File: config.mk
export PLATFORM = sky130hd
export DESIGN_NAME = acc_ctrl
export DESIGN_NICKNAME = d
export VERILOG_FILES = /design/src/acc_pkg.sv /design/src/acc_clk_div.sv /design/src/acc_ctrl.sv
export SDC_FILE = /design/constraint.sdc
export NUM_CORES = 1
export LEC_CHECK = 0
export ABC_AREA = 0
export BUFFER_PORTS_ARGS = -buffer_cell sky130_fd_sc_hd__buf_4
export CAP_MARGIN = 20
export CORE_MARGIN = 2
export CORE_UTILIZATION = 40
export DETAILED_ROUTE_END_ITERATION = 7
export PLACE_DENSITY = 0.64
export SLEW_MARGIN = 20
export SYNTH_ARGS = -nofsm -noshare
export SYNTH_HDL_FRONTEND = slang
export SYNTH_SLANG_ARGS = --single-unit
File: constraint.sdc
create_clock -name core_clk -period 5.9 [get_ports core_clk]
set_input_delay 0.295 -clock core_clk [delete_from_list [all_inputs] [get_ports core_clk]]
set_output_delay 0.295 -clock core_clk [all_outputs]
set_load 0.02 [all_outputs]
File: src/acc_pkg.sv
package acc_pkg;

	// Register indices; byte address is four times the index
	localparam logic [5:0] IDX_CTRL_MAIN  = 6'h00;
	localparam logic [5:0] IDX_ACCUM      = 6'h01;
	localparam logic [5:0] IDX_PRESCALE   = 6'h02;
	localparam logic [5:0] IDX_DELAY      = 6'h03;
	localparam logic [5:0] IDX_WINDOW     = 6'h04;
	localparam logic [5:0] IDX_SAMPLE_LEN = 6'h05;
	localparam logic [5:0] IDX_COMMAND    = 6'h0A;
	localparam logic [5:0] IDX_FLAGS      = 6'h0D;
	localparam logic [5:0] IDX_RESULT     = 6'h10;
	localparam logic [5:0] IDX_WIN_LOW    = 6'h12;
	localparam logic [5:0] IDX_WIN_HIGH   = 6'h14;

	// Writable bits per register
	localparam logic [7:0] MASK_CTRL_MAIN = 8'hBF;
	localparam logic [7:0] MASK_ACCUM     = 8'h07;
	localparam logic [7:0] MASK_PRESCALE  = 8'h0F;
	localparam logic [7:0] MASK_DELAY     = 8'hEF;
	localparam logic [7:0] MASK_WINDOW    = 8'h07;
	localparam logic [7:0] RESET_BYTE     = 8'h00;
	localparam logic [15:0] RESET_WORD    = 16'h0000;

	// Field positions
	localparam int B_ENABLE   = 0;
	localparam int B_CONTINUOUS_CONVERSION  = 1;
	localparam int B_RES_LO   = 2;
	localparam int B_RES_HI   = 3;
	localparam int B_LEFT     = 4;
	localparam int B_TWO_INPUT_MODE     = 5;
	localparam int B_STBY_RUN = 7;
	localparam int B_START    = 0;
	localparam int B_STOP     = 1;
	localparam int B_RRDY     = 0;
	localparam int B_WMATCH   = 1;

	localparam logic [1:0] RES_10BIT = 2'h1;

	// Timing in converter clock cycles (conversion in half cycles)
	localparam logic [8:0] SAMPLE_BASE  = 9'h002;
	localparam logic [8:0] CONV12_HALF  = 9'h01B;
	localparam logic [8:0] CONV10_HALF  = 9'h017;

	// Half of each divide ratio, in peripheral clock cycles
	localparam logic [7:0] DIV_HALF [16] = '{8'h01, 8'h02, 8'h04, 8'h06,
		8'h08, 8'h0A, 8'h0C, 8'h0E, 8'h10, 8'h18, 8'h20, 8'h30, 8'h40,
		8'h80, 8'h80, 8'h80};
	localparam logic [8:0] INIT_LEN [8] = '{9'h000, 9'h010, 9'h020,
		9'h040, 9'h080, 9'h100, 9'h100, 9'h100};

	localparam logic [2:0] WIN_BELOW   = 3'h1;
	localparam logic [2:0] WIN_ABOVE   = 3'h2;
	localparam logic [2:0] WIN_INSIDE  = 3'h3;
	localparam logic [2:0] WIN_OUTSIDE = 3'h4;

	localparam logic [1:0] RESP_OKAY   = 2'h0;
	localparam logic [1:0] RESP_SLVERR = 2'h2;

	typedef enum logic [4:0] {
		ST_IDLE = 5'h01,
		ST_INIT = 5'h02,
		ST_SAMP = 5'h04,
		ST_CONV = 5'h08,
		ST_GAP  = 5'h10
	} acc_state_t;

endpackage : acc_pkg

File: src/acc_clk_div.sv
`timescale 1ns/1ps
module acc_clk_div
	import acc_pkg::*;
(
	input  wire logic       core_clk,
	input  wire logic       rstn,
	input  wire logic       run,
	input  wire logic [3:0] div_sel,
	output logic            half_tick,
	output logic            tick
);

	logic [7:0] cnt;
	logic       phase;

	// Counter cleared to zero on reaching half the selected divide ratio
	always_ff @(posedge core_clk or negedge rstn) begin
		if (!rstn) begin
			cnt       <= 8'h00;
			phase     <= 1'b0;
			half_tick <= 1'b0;
			tick      <= 1'b0;
		end else if (!run) begin
			cnt       <= 8'h00;
			phase     <= 1'b0;
			half_tick <= 1'b0;
			tick      <= 1'b0;
		end else if (cnt + 8'h01 >= DIV_HALF[div_sel]) begin
			cnt       <= 8'h00;
			phase     <= ~phase;
			half_tick <= 1'b1;
			tick      <= phase;
		end else begin
			cnt       <= cnt + 8'h01;
			half_tick <= 1'b0;
			tick      <= 1'b0;
		end
	end

endmodule : acc_clk_div

File: src/acc_ctrl.sv
// The AXI4-Lite slave port was left to the implementer.
`timescale 1ns/1ps
// Function
// - Standby without run flag stops after ongoing conversion; with it keeps running
// - Single-ended mode uses positive input, unsigned result
// - Differential mode uses both inputs, signed result
// - Left justify places result left aligned, only with accumulation code 0
// - Resolution code 0 gives 12 bits, code 1 gives 10 bits
// - Conversion lasts 13.5 or 11.5 converter clocks
// - Continuous mode repeats after the first software start
// - Converter works only while enable is set
// - Accumulate two to the n samples, code 0 none
// - Divider select gives ratios 2 to 256
// - Start-up delay 0 to 256 cycles after enabling
// - Start-up delay also after deep sleep wake
// - Gap of 0 to 15 cycles between consecutive samples
// - Window compare uses 16-bit result and thresholds
// - Window mode selects never, below, above, inside or outside
// - Start command queues, reads busy, clears at completion
// - Result ready set on completion, cleared by write 1 or result read
// - Window flag set at conversion end only on a match
// - Sampling lasts two cycles plus the extension field
module acc_ctrl
	import acc_pkg::*;
(
	input  wire logic        core_clk,
	input  wire logic        rstn,
	input  wire logic [7:0]  s_axi_awaddr,
	input  wire logic        s_axi_awvalid,
	output logic             s_axi_awready,
	input  wire logic [31:0] s_axi_wdata,
	input  wire logic [3:0]  s_axi_wstrb,
	input  wire logic        s_axi_wvalid,
	output logic             s_axi_wready,
	output logic [1:0]       s_axi_bresp,
	output logic             s_axi_bvalid,
	input  wire logic        s_axi_bready,
	input  wire logic [7:0]  s_axi_araddr,
	input  wire logic        s_axi_arvalid,
	output logic             s_axi_arready,
	output logic [31:0]      s_axi_rdata,
	output logic [1:0]       s_axi_rresp,
	output logic             s_axi_rvalid,
	input  wire logic        s_axi_rready,
	input  wire logic        standby_req,
	input  wire logic        deep_wake,
	input  wire logic [11:0] fe_data,
	output logic             fe_sample,
	output logic             fe_convert,
	output logic             fe_two_input_mode,
	output logic [1:0]       fe_res_sel
);

	logic [7:0]  control_main;
	logic [7:0]  accumulation_control;
	logic [7:0]  clock_prescale_control;
	logic [7:0]  delay_control;
	logic [7:0]  window_control;
	logic [7:0]  sample_length_ext;
	logic [15:0] window_low_threshold;
	logic [15:0] window_high_threshold;
	logic [15:0] conversion_output_reg;
	logic        result_ready_flag;
	logic        window_match_flag;
	logic        cmd_busy;
	logic        start_queued;
	logic        need_init;
	logic        enable_q;
	logic        stby_m;
	logic        stby_s;
	logic        stby_q;
	logic        wake_m;
	logic        wake_s;
	logic        wake_q;
	logic        aw_held;
	logic        w_held;
	logic [5:0]  aw_idx;
	logic [31:0] wdata_q;
	logic [3:0]  wstrb_q;
	acc_state_t  state;
	logic [8:0]  cnt;
	logic [7:0]  nsamp;
	logic [19:0] acc;
	logic        half_tick;
	logic        tick;

	wire       enable   = control_main[B_ENABLE];
	wire       continuous_conversion  = control_main[B_CONTINUOUS_CONVERSION];
	wire       two_input_mode     = control_main[B_TWO_INPUT_MODE];
	wire [1:0] res_sel  = control_main[B_RES_HI:B_RES_LO];
	wire       res10    = (res_sel == RES_10BIT);
	wire [2:0] accum_n  = accumulation_control[2:0];
	wire [8:0] init_len = INIT_LEN[delay_control[7:5]];
	wire [3:0] gap      = delay_control[3:0];
	wire       run_ok   = enable & (~stby_s | control_main[B_STBY_RUN]);
	wire       wr_go    = aw_held & w_held & ~s_axi_bvalid;
	wire       ar_hs    = s_axi_arvalid & s_axi_arready;
	wire [5:0] ar_idx   = s_axi_araddr[7:2];
	wire       wr_cmd   = wr_go & (aw_idx == IDX_COMMAND) & wstrb_q[0];
	wire       wr_flag  = wr_go & (aw_idx == IDX_FLAGS) & wstrb_q[0];
	wire       start_wr = wr_cmd & wdata_q[B_START];
	wire       stop_wr  = wr_cmd & wdata_q[B_STOP];
	wire       res_rd   = ar_hs & (ar_idx == IDX_RESULT);
	wire [7:0] last_n   = (8'h01 << accum_n) - 8'h01;

	logic [8:0]  len;
	logic        step;
	logic        phase_end;
	logic        conv_done;
	logic        continue_run;
	logic [19:0] samp_ext;
	logic [19:0] acc_sum;
	logic [15:0] final_val;
	logic        win_hit;
	logic [7:0]  rd_byte;
	logic [15:0] rd_word;
	logic        rd_map;
	logic        wr_map;

	acc_clk_div u_div (
		.core_clk  (core_clk),
		.rstn      (rstn),
		.run       (enable),
		.div_sel   (clock_prescale_control[3:0]),
		.half_tick (half_tick),
		.tick      (tick)
	);

	// Pin synchronisers and edge history
	always_ff @(posedge core_clk or negedge rstn) begin
		if (!rstn) begin
			stby_m   <= 1'b0;
			stby_s   <= 1'b0;
			stby_q   <= 1'b0;
			wake_m   <= 1'b0;
			wake_s   <= 1'b0;
			wake_q   <= 1'b0;
			enable_q <= 1'b0;
		end else begin
			stby_m   <= standby_req;
			stby_s   <= stby_m;
			stby_q   <= stby_s;
			wake_m   <= deep_wake;
			wake_s   <= wake_m;
			wake_q   <= wake_s;
			enable_q <= enable;
		end
	end

	// Phase length and step
	always_comb begin
		len  = 9'h000;
		step = tick;
		unique case (state)
			ST_INIT: len = init_len;
			ST_SAMP: len = SAMPLE_BASE + {1'b0, sample_length_ext};
			ST_CONV: begin
				len  = res10 ? CONV10_HALF : CONV12_HALF;
				step = half_tick;
			end
			ST_GAP:  len = {5'h00, gap};
			default: len = 9'h000;
		endcase
		phase_end = step & (cnt + 9'h001 >= len);
	end

	// Sample shaping, accumulation and window test
	always_comb begin
		if (res10)
			samp_ext = {{10{two_input_mode & fe_data[11]}}, fe_data[11:2]};
		else
			samp_ext = {{8{two_input_mode & fe_data[11]}}, fe_data};
		acc_sum = acc + samp_ext;
		if (accum_n != 3'h0)
			final_val = acc_sum[15:0];
		else if (control_main[B_LEFT])
			final_val = res10 ? {samp_ext[9:0], 6'h00}
				: {samp_ext[11:0], 4'h0};
		else
			final_val = samp_ext[15:0];
		conv_done = enable & ~stop_wr & (state == ST_CONV) & phase_end
			& (nsamp == last_n);
		continue_run = continuous_conversion & run_ok;
		win_hit = win_eval(final_val);
	end

	function automatic logic win_eval(input logic [15:0] v);
		logic lt;
		logic gt;
		lt = two_input_mode ? ($signed(v) < $signed(window_low_threshold))
			: (v < window_low_threshold);
		gt = two_input_mode ? ($signed(v) > $signed(window_high_threshold))
			: (v > window_high_threshold);
		unique case (window_control[2:0])
			WIN_BELOW:   win_eval = lt;
			WIN_ABOVE:   win_eval = gt;
			WIN_INSIDE:  win_eval = ~lt & ~gt;
			WIN_OUTSIDE: win_eval = lt | gt;
			default:     win_eval = 1'b0;
		endcase
	endfunction : win_eval

	// Conversion sequencer
	always_ff @(posedge core_clk or negedge rstn) begin
		if (!rstn) begin
			state <= ST_IDLE;
			cnt   <= 9'h000;
			nsamp <= 8'h00;
			acc   <= 20'h00000;
		end else if (!enable || stop_wr) begin
			state <= ST_IDLE;
			cnt   <= 9'h000;
			nsamp <= 8'h00;
			acc   <= 20'h00000;
		end else begin
			unique case (state)
				ST_IDLE: if (cmd_busy && run_ok) begin
					cnt   <= 9'h000;
					nsamp <= 8'h00;
					acc   <= 20'h00000;
					state <= (need_init && init_len != 9'h000)
						? ST_INIT : ST_SAMP;
				end
				ST_INIT, ST_GAP: if (phase_end) begin
					cnt   <= 9'h000;
					state <= ST_SAMP;
				end else if (step) begin
					cnt <= cnt + 9'h001;
				end
				ST_SAMP: if (phase_end) begin
					cnt   <= 9'h000;
					state <= ST_CONV;
				end else if (step) begin
					cnt <= cnt + 9'h001;
				end
				ST_CONV: if (phase_end) begin
					cnt <= 9'h000;
					if (nsamp == last_n) begin
						acc   <= 20'h00000;
						nsamp <= 8'h00;
						if (continue_run)
							state <= (gap != 4'h0) ? ST_GAP : ST_SAMP;
						else
							state <= ST_IDLE;
					end else begin
						acc   <= acc_sum;
						nsamp <= nsamp + 8'h01;
						state <= (gap != 4'h0) ? ST_GAP : ST_SAMP;
					end
				end else if (step) begin
					cnt <= cnt + 9'h001;
				end
				default: state <= ST_IDLE;
			endcase
		end
	end

	// Start command and queued start
	always_ff @(posedge core_clk or negedge rstn) begin
		if (!rstn) begin
			cmd_busy     <= 1'b0;
			start_queued <= 1'b0;
		end else if (!enable || stop_wr) begin
			cmd_busy     <= 1'b0;
			start_queued <= 1'b0;
		end else if (conv_done) begin
			cmd_busy     <= start_wr | start_queued | continue_run;
			start_queued <= 1'b0;
		end else if (start_wr) begin
			cmd_busy     <= 1'b1;
			start_queued <= (state != ST_IDLE);
		end
	end

	// Start-up delay request
	always_ff @(posedge core_clk or negedge rstn) begin
		if (!rstn)
			need_init <= 1'b0;
		else if ((enable && !enable_q) || (wake_s && !wake_q)
			|| (stby_q && !stby_s && !control_main[B_STBY_RUN]))
			need_init <= 1'b1;
		else if (state != ST_IDLE && state != ST_INIT)
			need_init <= 1'b0;
	end

	// Result and flags; setting wins over clearing
	always_ff @(posedge core_clk or negedge rstn) begin
		if (!rstn) begin
			conversion_output_reg <= RESET_WORD;
			result_ready_flag     <= 1'b0;
			window_match_flag     <= 1'b0;
		end else begin
			if (conv_done)
				conversion_output_reg <= final_val;
			if (conv_done)
				result_ready_flag <= 1'b1;
			else if (res_rd || (wr_flag && wdata_q[B_RRDY]))
				result_ready_flag <= 1'b0;
			if (conv_done && win_hit)
				window_match_flag <= 1'b1;
			else if (res_rd || (wr_flag && wdata_q[B_WMATCH]))
				window_match_flag <= 1'b0;
		end
	end

	// Software-written registers
	always_ff @(posedge core_clk or negedge rstn) begin
		if (!rstn) begin
			control_main           <= RESET_BYTE;
			accumulation_control   <= RESET_BYTE;
			clock_prescale_control <= RESET_BYTE;
			delay_control          <= RESET_BYTE;
			window_control         <= RESET_BYTE;
			sample_length_ext      <= RESET_BYTE;
			window_low_threshold   <= RESET_WORD;
			window_high_threshold  <= RESET_WORD;
		end else if (wr_go) begin
			if (wstrb_q[0]) begin
				unique case (aw_idx)
					IDX_CTRL_MAIN:
						control_main <= wdata_q[7:0] & MASK_CTRL_MAIN;
					IDX_ACCUM:
						accumulation_control <= wdata_q[7:0] & MASK_ACCUM;
					IDX_PRESCALE:
						clock_prescale_control <= wdata_q[7:0] & MASK_PRESCALE;
					IDX_DELAY:
						delay_control <= wdata_q[7:0] & MASK_DELAY;
					IDX_WINDOW:
						window_control <= wdata_q[7:0] & MASK_WINDOW;
					IDX_SAMPLE_LEN: sample_length_ext <= wdata_q[7:0];
					IDX_WIN_LOW:  window_low_threshold[7:0] <= wdata_q[7:0];
					IDX_WIN_HIGH: window_high_threshold[7:0] <= wdata_q[7:0];
					default: ;
				endcase
			end
			if (wstrb_q[1] && aw_idx == IDX_WIN_LOW)
				window_low_threshold[15:8] <= wdata_q[15:8];
			if (wstrb_q[1] && aw_idx == IDX_WIN_HIGH)
				window_high_threshold[15:8] <= wdata_q[15:8];
		end
	end

	// Address decode
	always_comb begin
		rd_byte = 8'h00;
		rd_word = 16'h0000;
		rd_map  = 1'b1;
		unique case (ar_idx)
			IDX_CTRL_MAIN:  rd_byte = control_main;
			IDX_ACCUM:      rd_byte = accumulation_control;
			IDX_PRESCALE:   rd_byte = clock_prescale_control;
			IDX_DELAY:      rd_byte = delay_control;
			IDX_WINDOW:     rd_byte = window_control;
			IDX_SAMPLE_LEN: rd_byte = sample_length_ext;
			IDX_COMMAND:    rd_byte = {7'h00, cmd_busy};
			IDX_FLAGS:
				rd_byte = {6'h00, window_match_flag, result_ready_flag};
			IDX_RESULT:     rd_word = conversion_output_reg;
			IDX_WIN_LOW:    rd_word = window_low_threshold;
			IDX_WIN_HIGH:   rd_word = window_high_threshold;
			default:        rd_map = 1'b0;
		endcase
		unique case (aw_idx)
			IDX_CTRL_MAIN, IDX_ACCUM, IDX_PRESCALE, IDX_DELAY, IDX_WINDOW,
			IDX_SAMPLE_LEN, IDX_COMMAND, IDX_FLAGS, IDX_RESULT, IDX_WIN_LOW,
			IDX_WIN_HIGH: wr_map = 1'b1;
			default:      wr_map = 1'b0;
		endcase
	end

	// Write channels
	always_ff @(posedge core_clk or negedge rstn) begin
		if (!rstn) begin
			aw_held       <= 1'b0;
			w_held        <= 1'b0;
			aw_idx        <= 6'h00;
			wdata_q       <= 32'h00000000;
			wstrb_q       <= 4'h0;
			s_axi_awready <= 1'b1;
			s_axi_wready  <= 1'b1;
			s_axi_bvalid  <= 1'b0;
			s_axi_bresp   <= RESP_OKAY;
		end else begin
			if (s_axi_awvalid && s_axi_awready) begin
				aw_held       <= 1'b1;
				aw_idx        <= s_axi_awaddr[7:2];
				s_axi_awready <= 1'b0;
			end
			if (s_axi_wvalid && s_axi_wready) begin
				w_held       <= 1'b1;
				wdata_q      <= s_axi_wdata;
				wstrb_q      <= s_axi_wstrb;
				s_axi_wready <= 1'b0;
			end
			if (wr_go) begin
				aw_held      <= 1'b0;
				w_held       <= 1'b0;
				s_axi_bvalid <= 1'b1;
				s_axi_bresp  <= wr_map ? RESP_OKAY : RESP_SLVERR;
			end
			if (s_axi_bvalid && s_axi_bready) begin
				s_axi_bvalid  <= 1'b0;
				s_axi_awready <= 1'b1;
				s_axi_wready  <= 1'b1;
			end
		end
	end

	// Read channel
	always_ff @(posedge core_clk or negedge rstn) begin
		if (!rstn) begin
			s_axi_arready <= 1'b1;
			s_axi_rvalid  <= 1'b0;
			s_axi_rdata   <= 32'h00000000;
			s_axi_rresp   <= RESP_OKAY;
		end else if (ar_hs) begin
			s_axi_arready <= 1'b0;
			s_axi_rvalid  <= 1'b1;
			s_axi_rdata   <= {16'h0000, rd_word | {8'h00, rd_byte}};
			s_axi_rresp   <= rd_map ? RESP_OKAY : RESP_SLVERR;
		end else if (s_axi_rvalid && s_axi_rready) begin
			s_axi_rvalid  <= 1'b0;
			s_axi_arready <= 1'b1;
		end
	end

	// Front-end controls
	always_ff @(posedge core_clk or negedge rstn) begin
		if (!rstn) begin
			fe_sample  <= 1'b0;
			fe_convert <= 1'b0;
			fe_two_input_mode    <= 1'b0;
			fe_res_sel <= 2'h0;
		end else begin
			fe_sample  <= state[2];
			fe_convert <= state[3];
			fe_two_input_mode    <= two_input_mode;
			fe_res_sel <= res_sel;
		end
	end

endmodule : acc_ctrl

==> impl_metrics.env <==
export IMPL_synth_edf_count=0
export IMPL_die_h_um=173.5
export IMPL_grt_pass1_wl_um=46100
export IMPL_worstPathArrival_ps=5950
export IMPL_ant_nets=0
export IMPL_power_per_cell_area_nw_per_um2=328.2
export IMPL_antenna_found_initial=0
export IMPL_drv_cap=0
export IMPL_fin_skew_ps=13.65
export IMPL_criticalPathCategory="flip-flop to flip-flop"
export IMPL_cts_max_level=4
export IMPL_wirelength_um=28200
export IMPL_required_ps=6250
export IMPL_hold_slack_ps=42.54
export IMPL_cts_buffers_inserted=17
export IMPL_stdcell_area_um2=13030
export IMPL_place_hpwl_um=20590
export IMPL_reg2reg_to="window_match_flag"
export IMPL_insertedDiodeCount=0
export IMPL_via_per_inst=5.431
export IMPL_core_area_um2=28470
export IMPL_max_slew_margin_rel_pct=29.16
export IMPL_post_dp_cell_area_um2=12360
export IMPL_r2r_setup_slack_ps=290
export IMPL_synth_yosys_seq_area_share_pct=42.50
export IMPL_port_buffers=78
export IMPL_ys_ff_latch=195
export IMPL_syn_area_per_cell_um2=10.23
export IMPL_hold_violations=0
export IMPL_hold_path_class="input pin to flip-flop"
export IMPL_critPathLaunchType="flip-flop"
export IMPL_slew_viol_final=0
export IMPL_r2r_start="control_main[3]"
export IMPL_num_rows=62
export IMPL_die_x_um=173.5
export IMPL_finalSetupViolations=0
export IMPL_netlist_area_um2=11490
export IMPL_gp_congestion=0.8892
export IMPL_firstDrtPassIters=5
export IMPL_pin_count=119
export IMPL_dieArea_um2=30110
export IMPL_r2r_cells=20
export IMPL_root_buffer="clkbuf_16"
export IMPL_cp_end_kind="flip-flop"
export IMPL_vdd_drop_max_mv=0.2029
export IMPL_vias=8636
export IMPL_area_growth_pct=13.34
export IMPL_fin_nets=1335
export IMPL_p_leak_nw=5.951
export IMPL_fin_crit_ps=5607
export IMPL_wl_per_cell_um=17.73
export IMPL_yosysUniqueCellTypes=80
export IMPL_grt_max_degree=83
export IMPL_period_share_pct=95.04
export IMPL_tightestPinTransition_ps=1060
export IMPL_yosys_warnings=0
export IMPL_grt_pass1_vias=8662
export IMPL_outcome="completed"
export IMPL_cts_tree="done"
export IMPL_crit_end="window_match_flag"
export IMPL_post_route_cells_drive_above_1_share_pct=21.48
export IMPL_worst_path_max_fanout=13
export IMPL_initial_core_util_pct=40.37
export IMPL_clk_pin_slew_ps=80
export IMPL_fin_setup_tns_ps=0
export IMPL_cts_sinks=195
export IMPL_clockBufferDepth=2
export IMPL_rsz0062_at_grt="false"
export IMPL_clk_latency_ps=450
export IMPL_synthFlopType="dfrtp_1"
export IMPL_postSynthCellCount=1124
export IMPL_grt_overflow=0
export IMPL_drc_errors=0
export IMPL_groute_usage_overall_pct=19.14
export IMPL_max_freq_mhz=178.3
export IMPL_synthArstFlopShare_pct=100.0
export IMPL_drt_iter0_drc=571
export IMPL_setup_worst_path_start="control_main[3]"
[Yosys cell counts (all sizes together) (3+ instances only)]
cell type / instances / area [um^2]
o21a: 4 / 30.03
or2: 4 / 25.02
nor4: 6 / 52.55
or3: 6 / 37.54
mux2: 120 / 1359
a21boi: 5 / 37.54
o31ai: 4 / 30.03
ha: 68 / 850.8
nor2: 69 / 261.5
nor2b: 19 / 118.9
o211ai: 10 / 75.07
a22o: 26 / 227.7
mux2i: 27 / 270.3
clkbuf: 25 / 96.34
inv: 52 / 195.2
and2: 6 / 37.54
a211oi: 11 / 82.58
nor3b: 5 / 47.54
nor3: 19 / 105.1
nand3: 28 / 140.1
and3: 11 / 68.82
nand2: 90 / 337.8
nand2b: 17 / 106.4
dfstp: 4 / 105.1
a22oi: 5 / 37.54
a221oi: 5 / 43.79
a31oi: 10 / 62.56
nand3b: 8 / 63.81
a21oi: 53 / 272.8
o21ai: 73 / 365.3
nand4: 12 / 75.07
xnor2: 20 / 175.2
a21o: 9 / 67.56
o22ai: 8 / 50.05
buf: 34 / 240.2
dfrtp: 191 / 4780
a211o: 3 / 27.53
xor2: 21 / 183.9
[cell usage in the layout (no fill, tap or decap), drive strengths merged, types with 27 or more instances in the layout]
cell type / count
dfrtp: 191
mux2: 120
nand2: 90
buf: 85
o21ai: 73
nor2: 69
ha: 68
inv: 61
a21oi: 53
nand3: 28
mux2i: 27
[timing repair]
item,CTS,global route
hold endpoints to repair,84,0
buffers inserted,0,0
hold buffers,6,0
resized for setup,0,1
setup endpoints to repair,0,1
[metal layers]
metal  vias up  part of all wire [%]  track usage (%)
met2       171                    49            33.20
met3        30                   4.0            3.509
li1       4182                     -                -
met5         -                     0                0
met1      4253                    45            24.45
met4         0                   1.8            5.438
[stage by stage]
stage               worst slack, ps  utilization, %  cells  power [mW]
floorplan                     997.1               -   1141       2.686
global placement              498.8           43.39   1552       3.066
detailed placement            405.5           43.42   1552       3.098
CTS                           346.4           45.73   1590       4.310
global route                  44.33           45.75   1590       4.552
finish                        292.6           45.75   1590       4.275
[power breakdown]
part / internal (mW) / switching [mW]
sequential: 1.51 / 0.251
combinational: 0.610 / 0.704
clock: 0.619 / 0.576
total: 2.74 / 1.53
[worst max-delay path: stages (launching register included)]
cell and delay (ps):
dfrtp_1 390, nand2b_1 360, buf_4 280, mux2_2 380
ha_1 350, a211oi_1 380, o21ai_0 230, a31oi_1 360
a221oi_1 170, xor2_1 200, nor2_1 70, a21oi_1 260
ha_1 320, or4b_1 500, o21ai_0 90, a21o_1 100
a31o_2 140, nand2_1 70, mux2_4 260, or4b_1 490
o311ai_1 100
[cell families after synthesis]
| kind of cell | after synthesis | synth area share (%) |
|---|---|---|
| AO/OA/AOI/OAI | 251 | 14.32 |
| XOR/XNOR | 41 | 3.124 |
| adder cells (fa/ha/maj) | 69 | 7.577 |
| buffers and inverters | 111 | 4.627 |
| flip-flops | 195 | 42.50 |
| multiplexers | 147 | 14.17 |
| other | 1 | 0.03263 |
| AND/OR/NAND/NOR | 309 | 13.65 |
[worst min-delay path by stage]
| stage | from | endpoint | slack, ps | depth (start not counted) |
|---|---|---|---|---|
| global placement | wake_m | wake_s | 340 | 0 |
| CTS | s_axi_bready | s_axi_bvalid | 30 | 2 |
| global route | s_axi_bready | s_axi_bvalid | 60 | 2 |
| detailed placement | stby_m | stby_s | 340 | 0 |
| floorplan | rstn | acc[0] | -0.6 | 0 |
| finish | s_axi_bready | s_axi_bvalid | 40 | 2 |
[layout make-up]
cell class                      count  area [um^2]
Fill cell                        2671        15440
Multi-Input combinational cell    835         6156
Sequential cell                   195         4885
Timing Repair Buffer               92        711.9
Tap cell                          384        480.5
Clock buffer                       19        442.9
Inverter                           52        195.2
Clock inverter                     13        155.1
No activity file was read; power rests on OpenSTA's default activity.
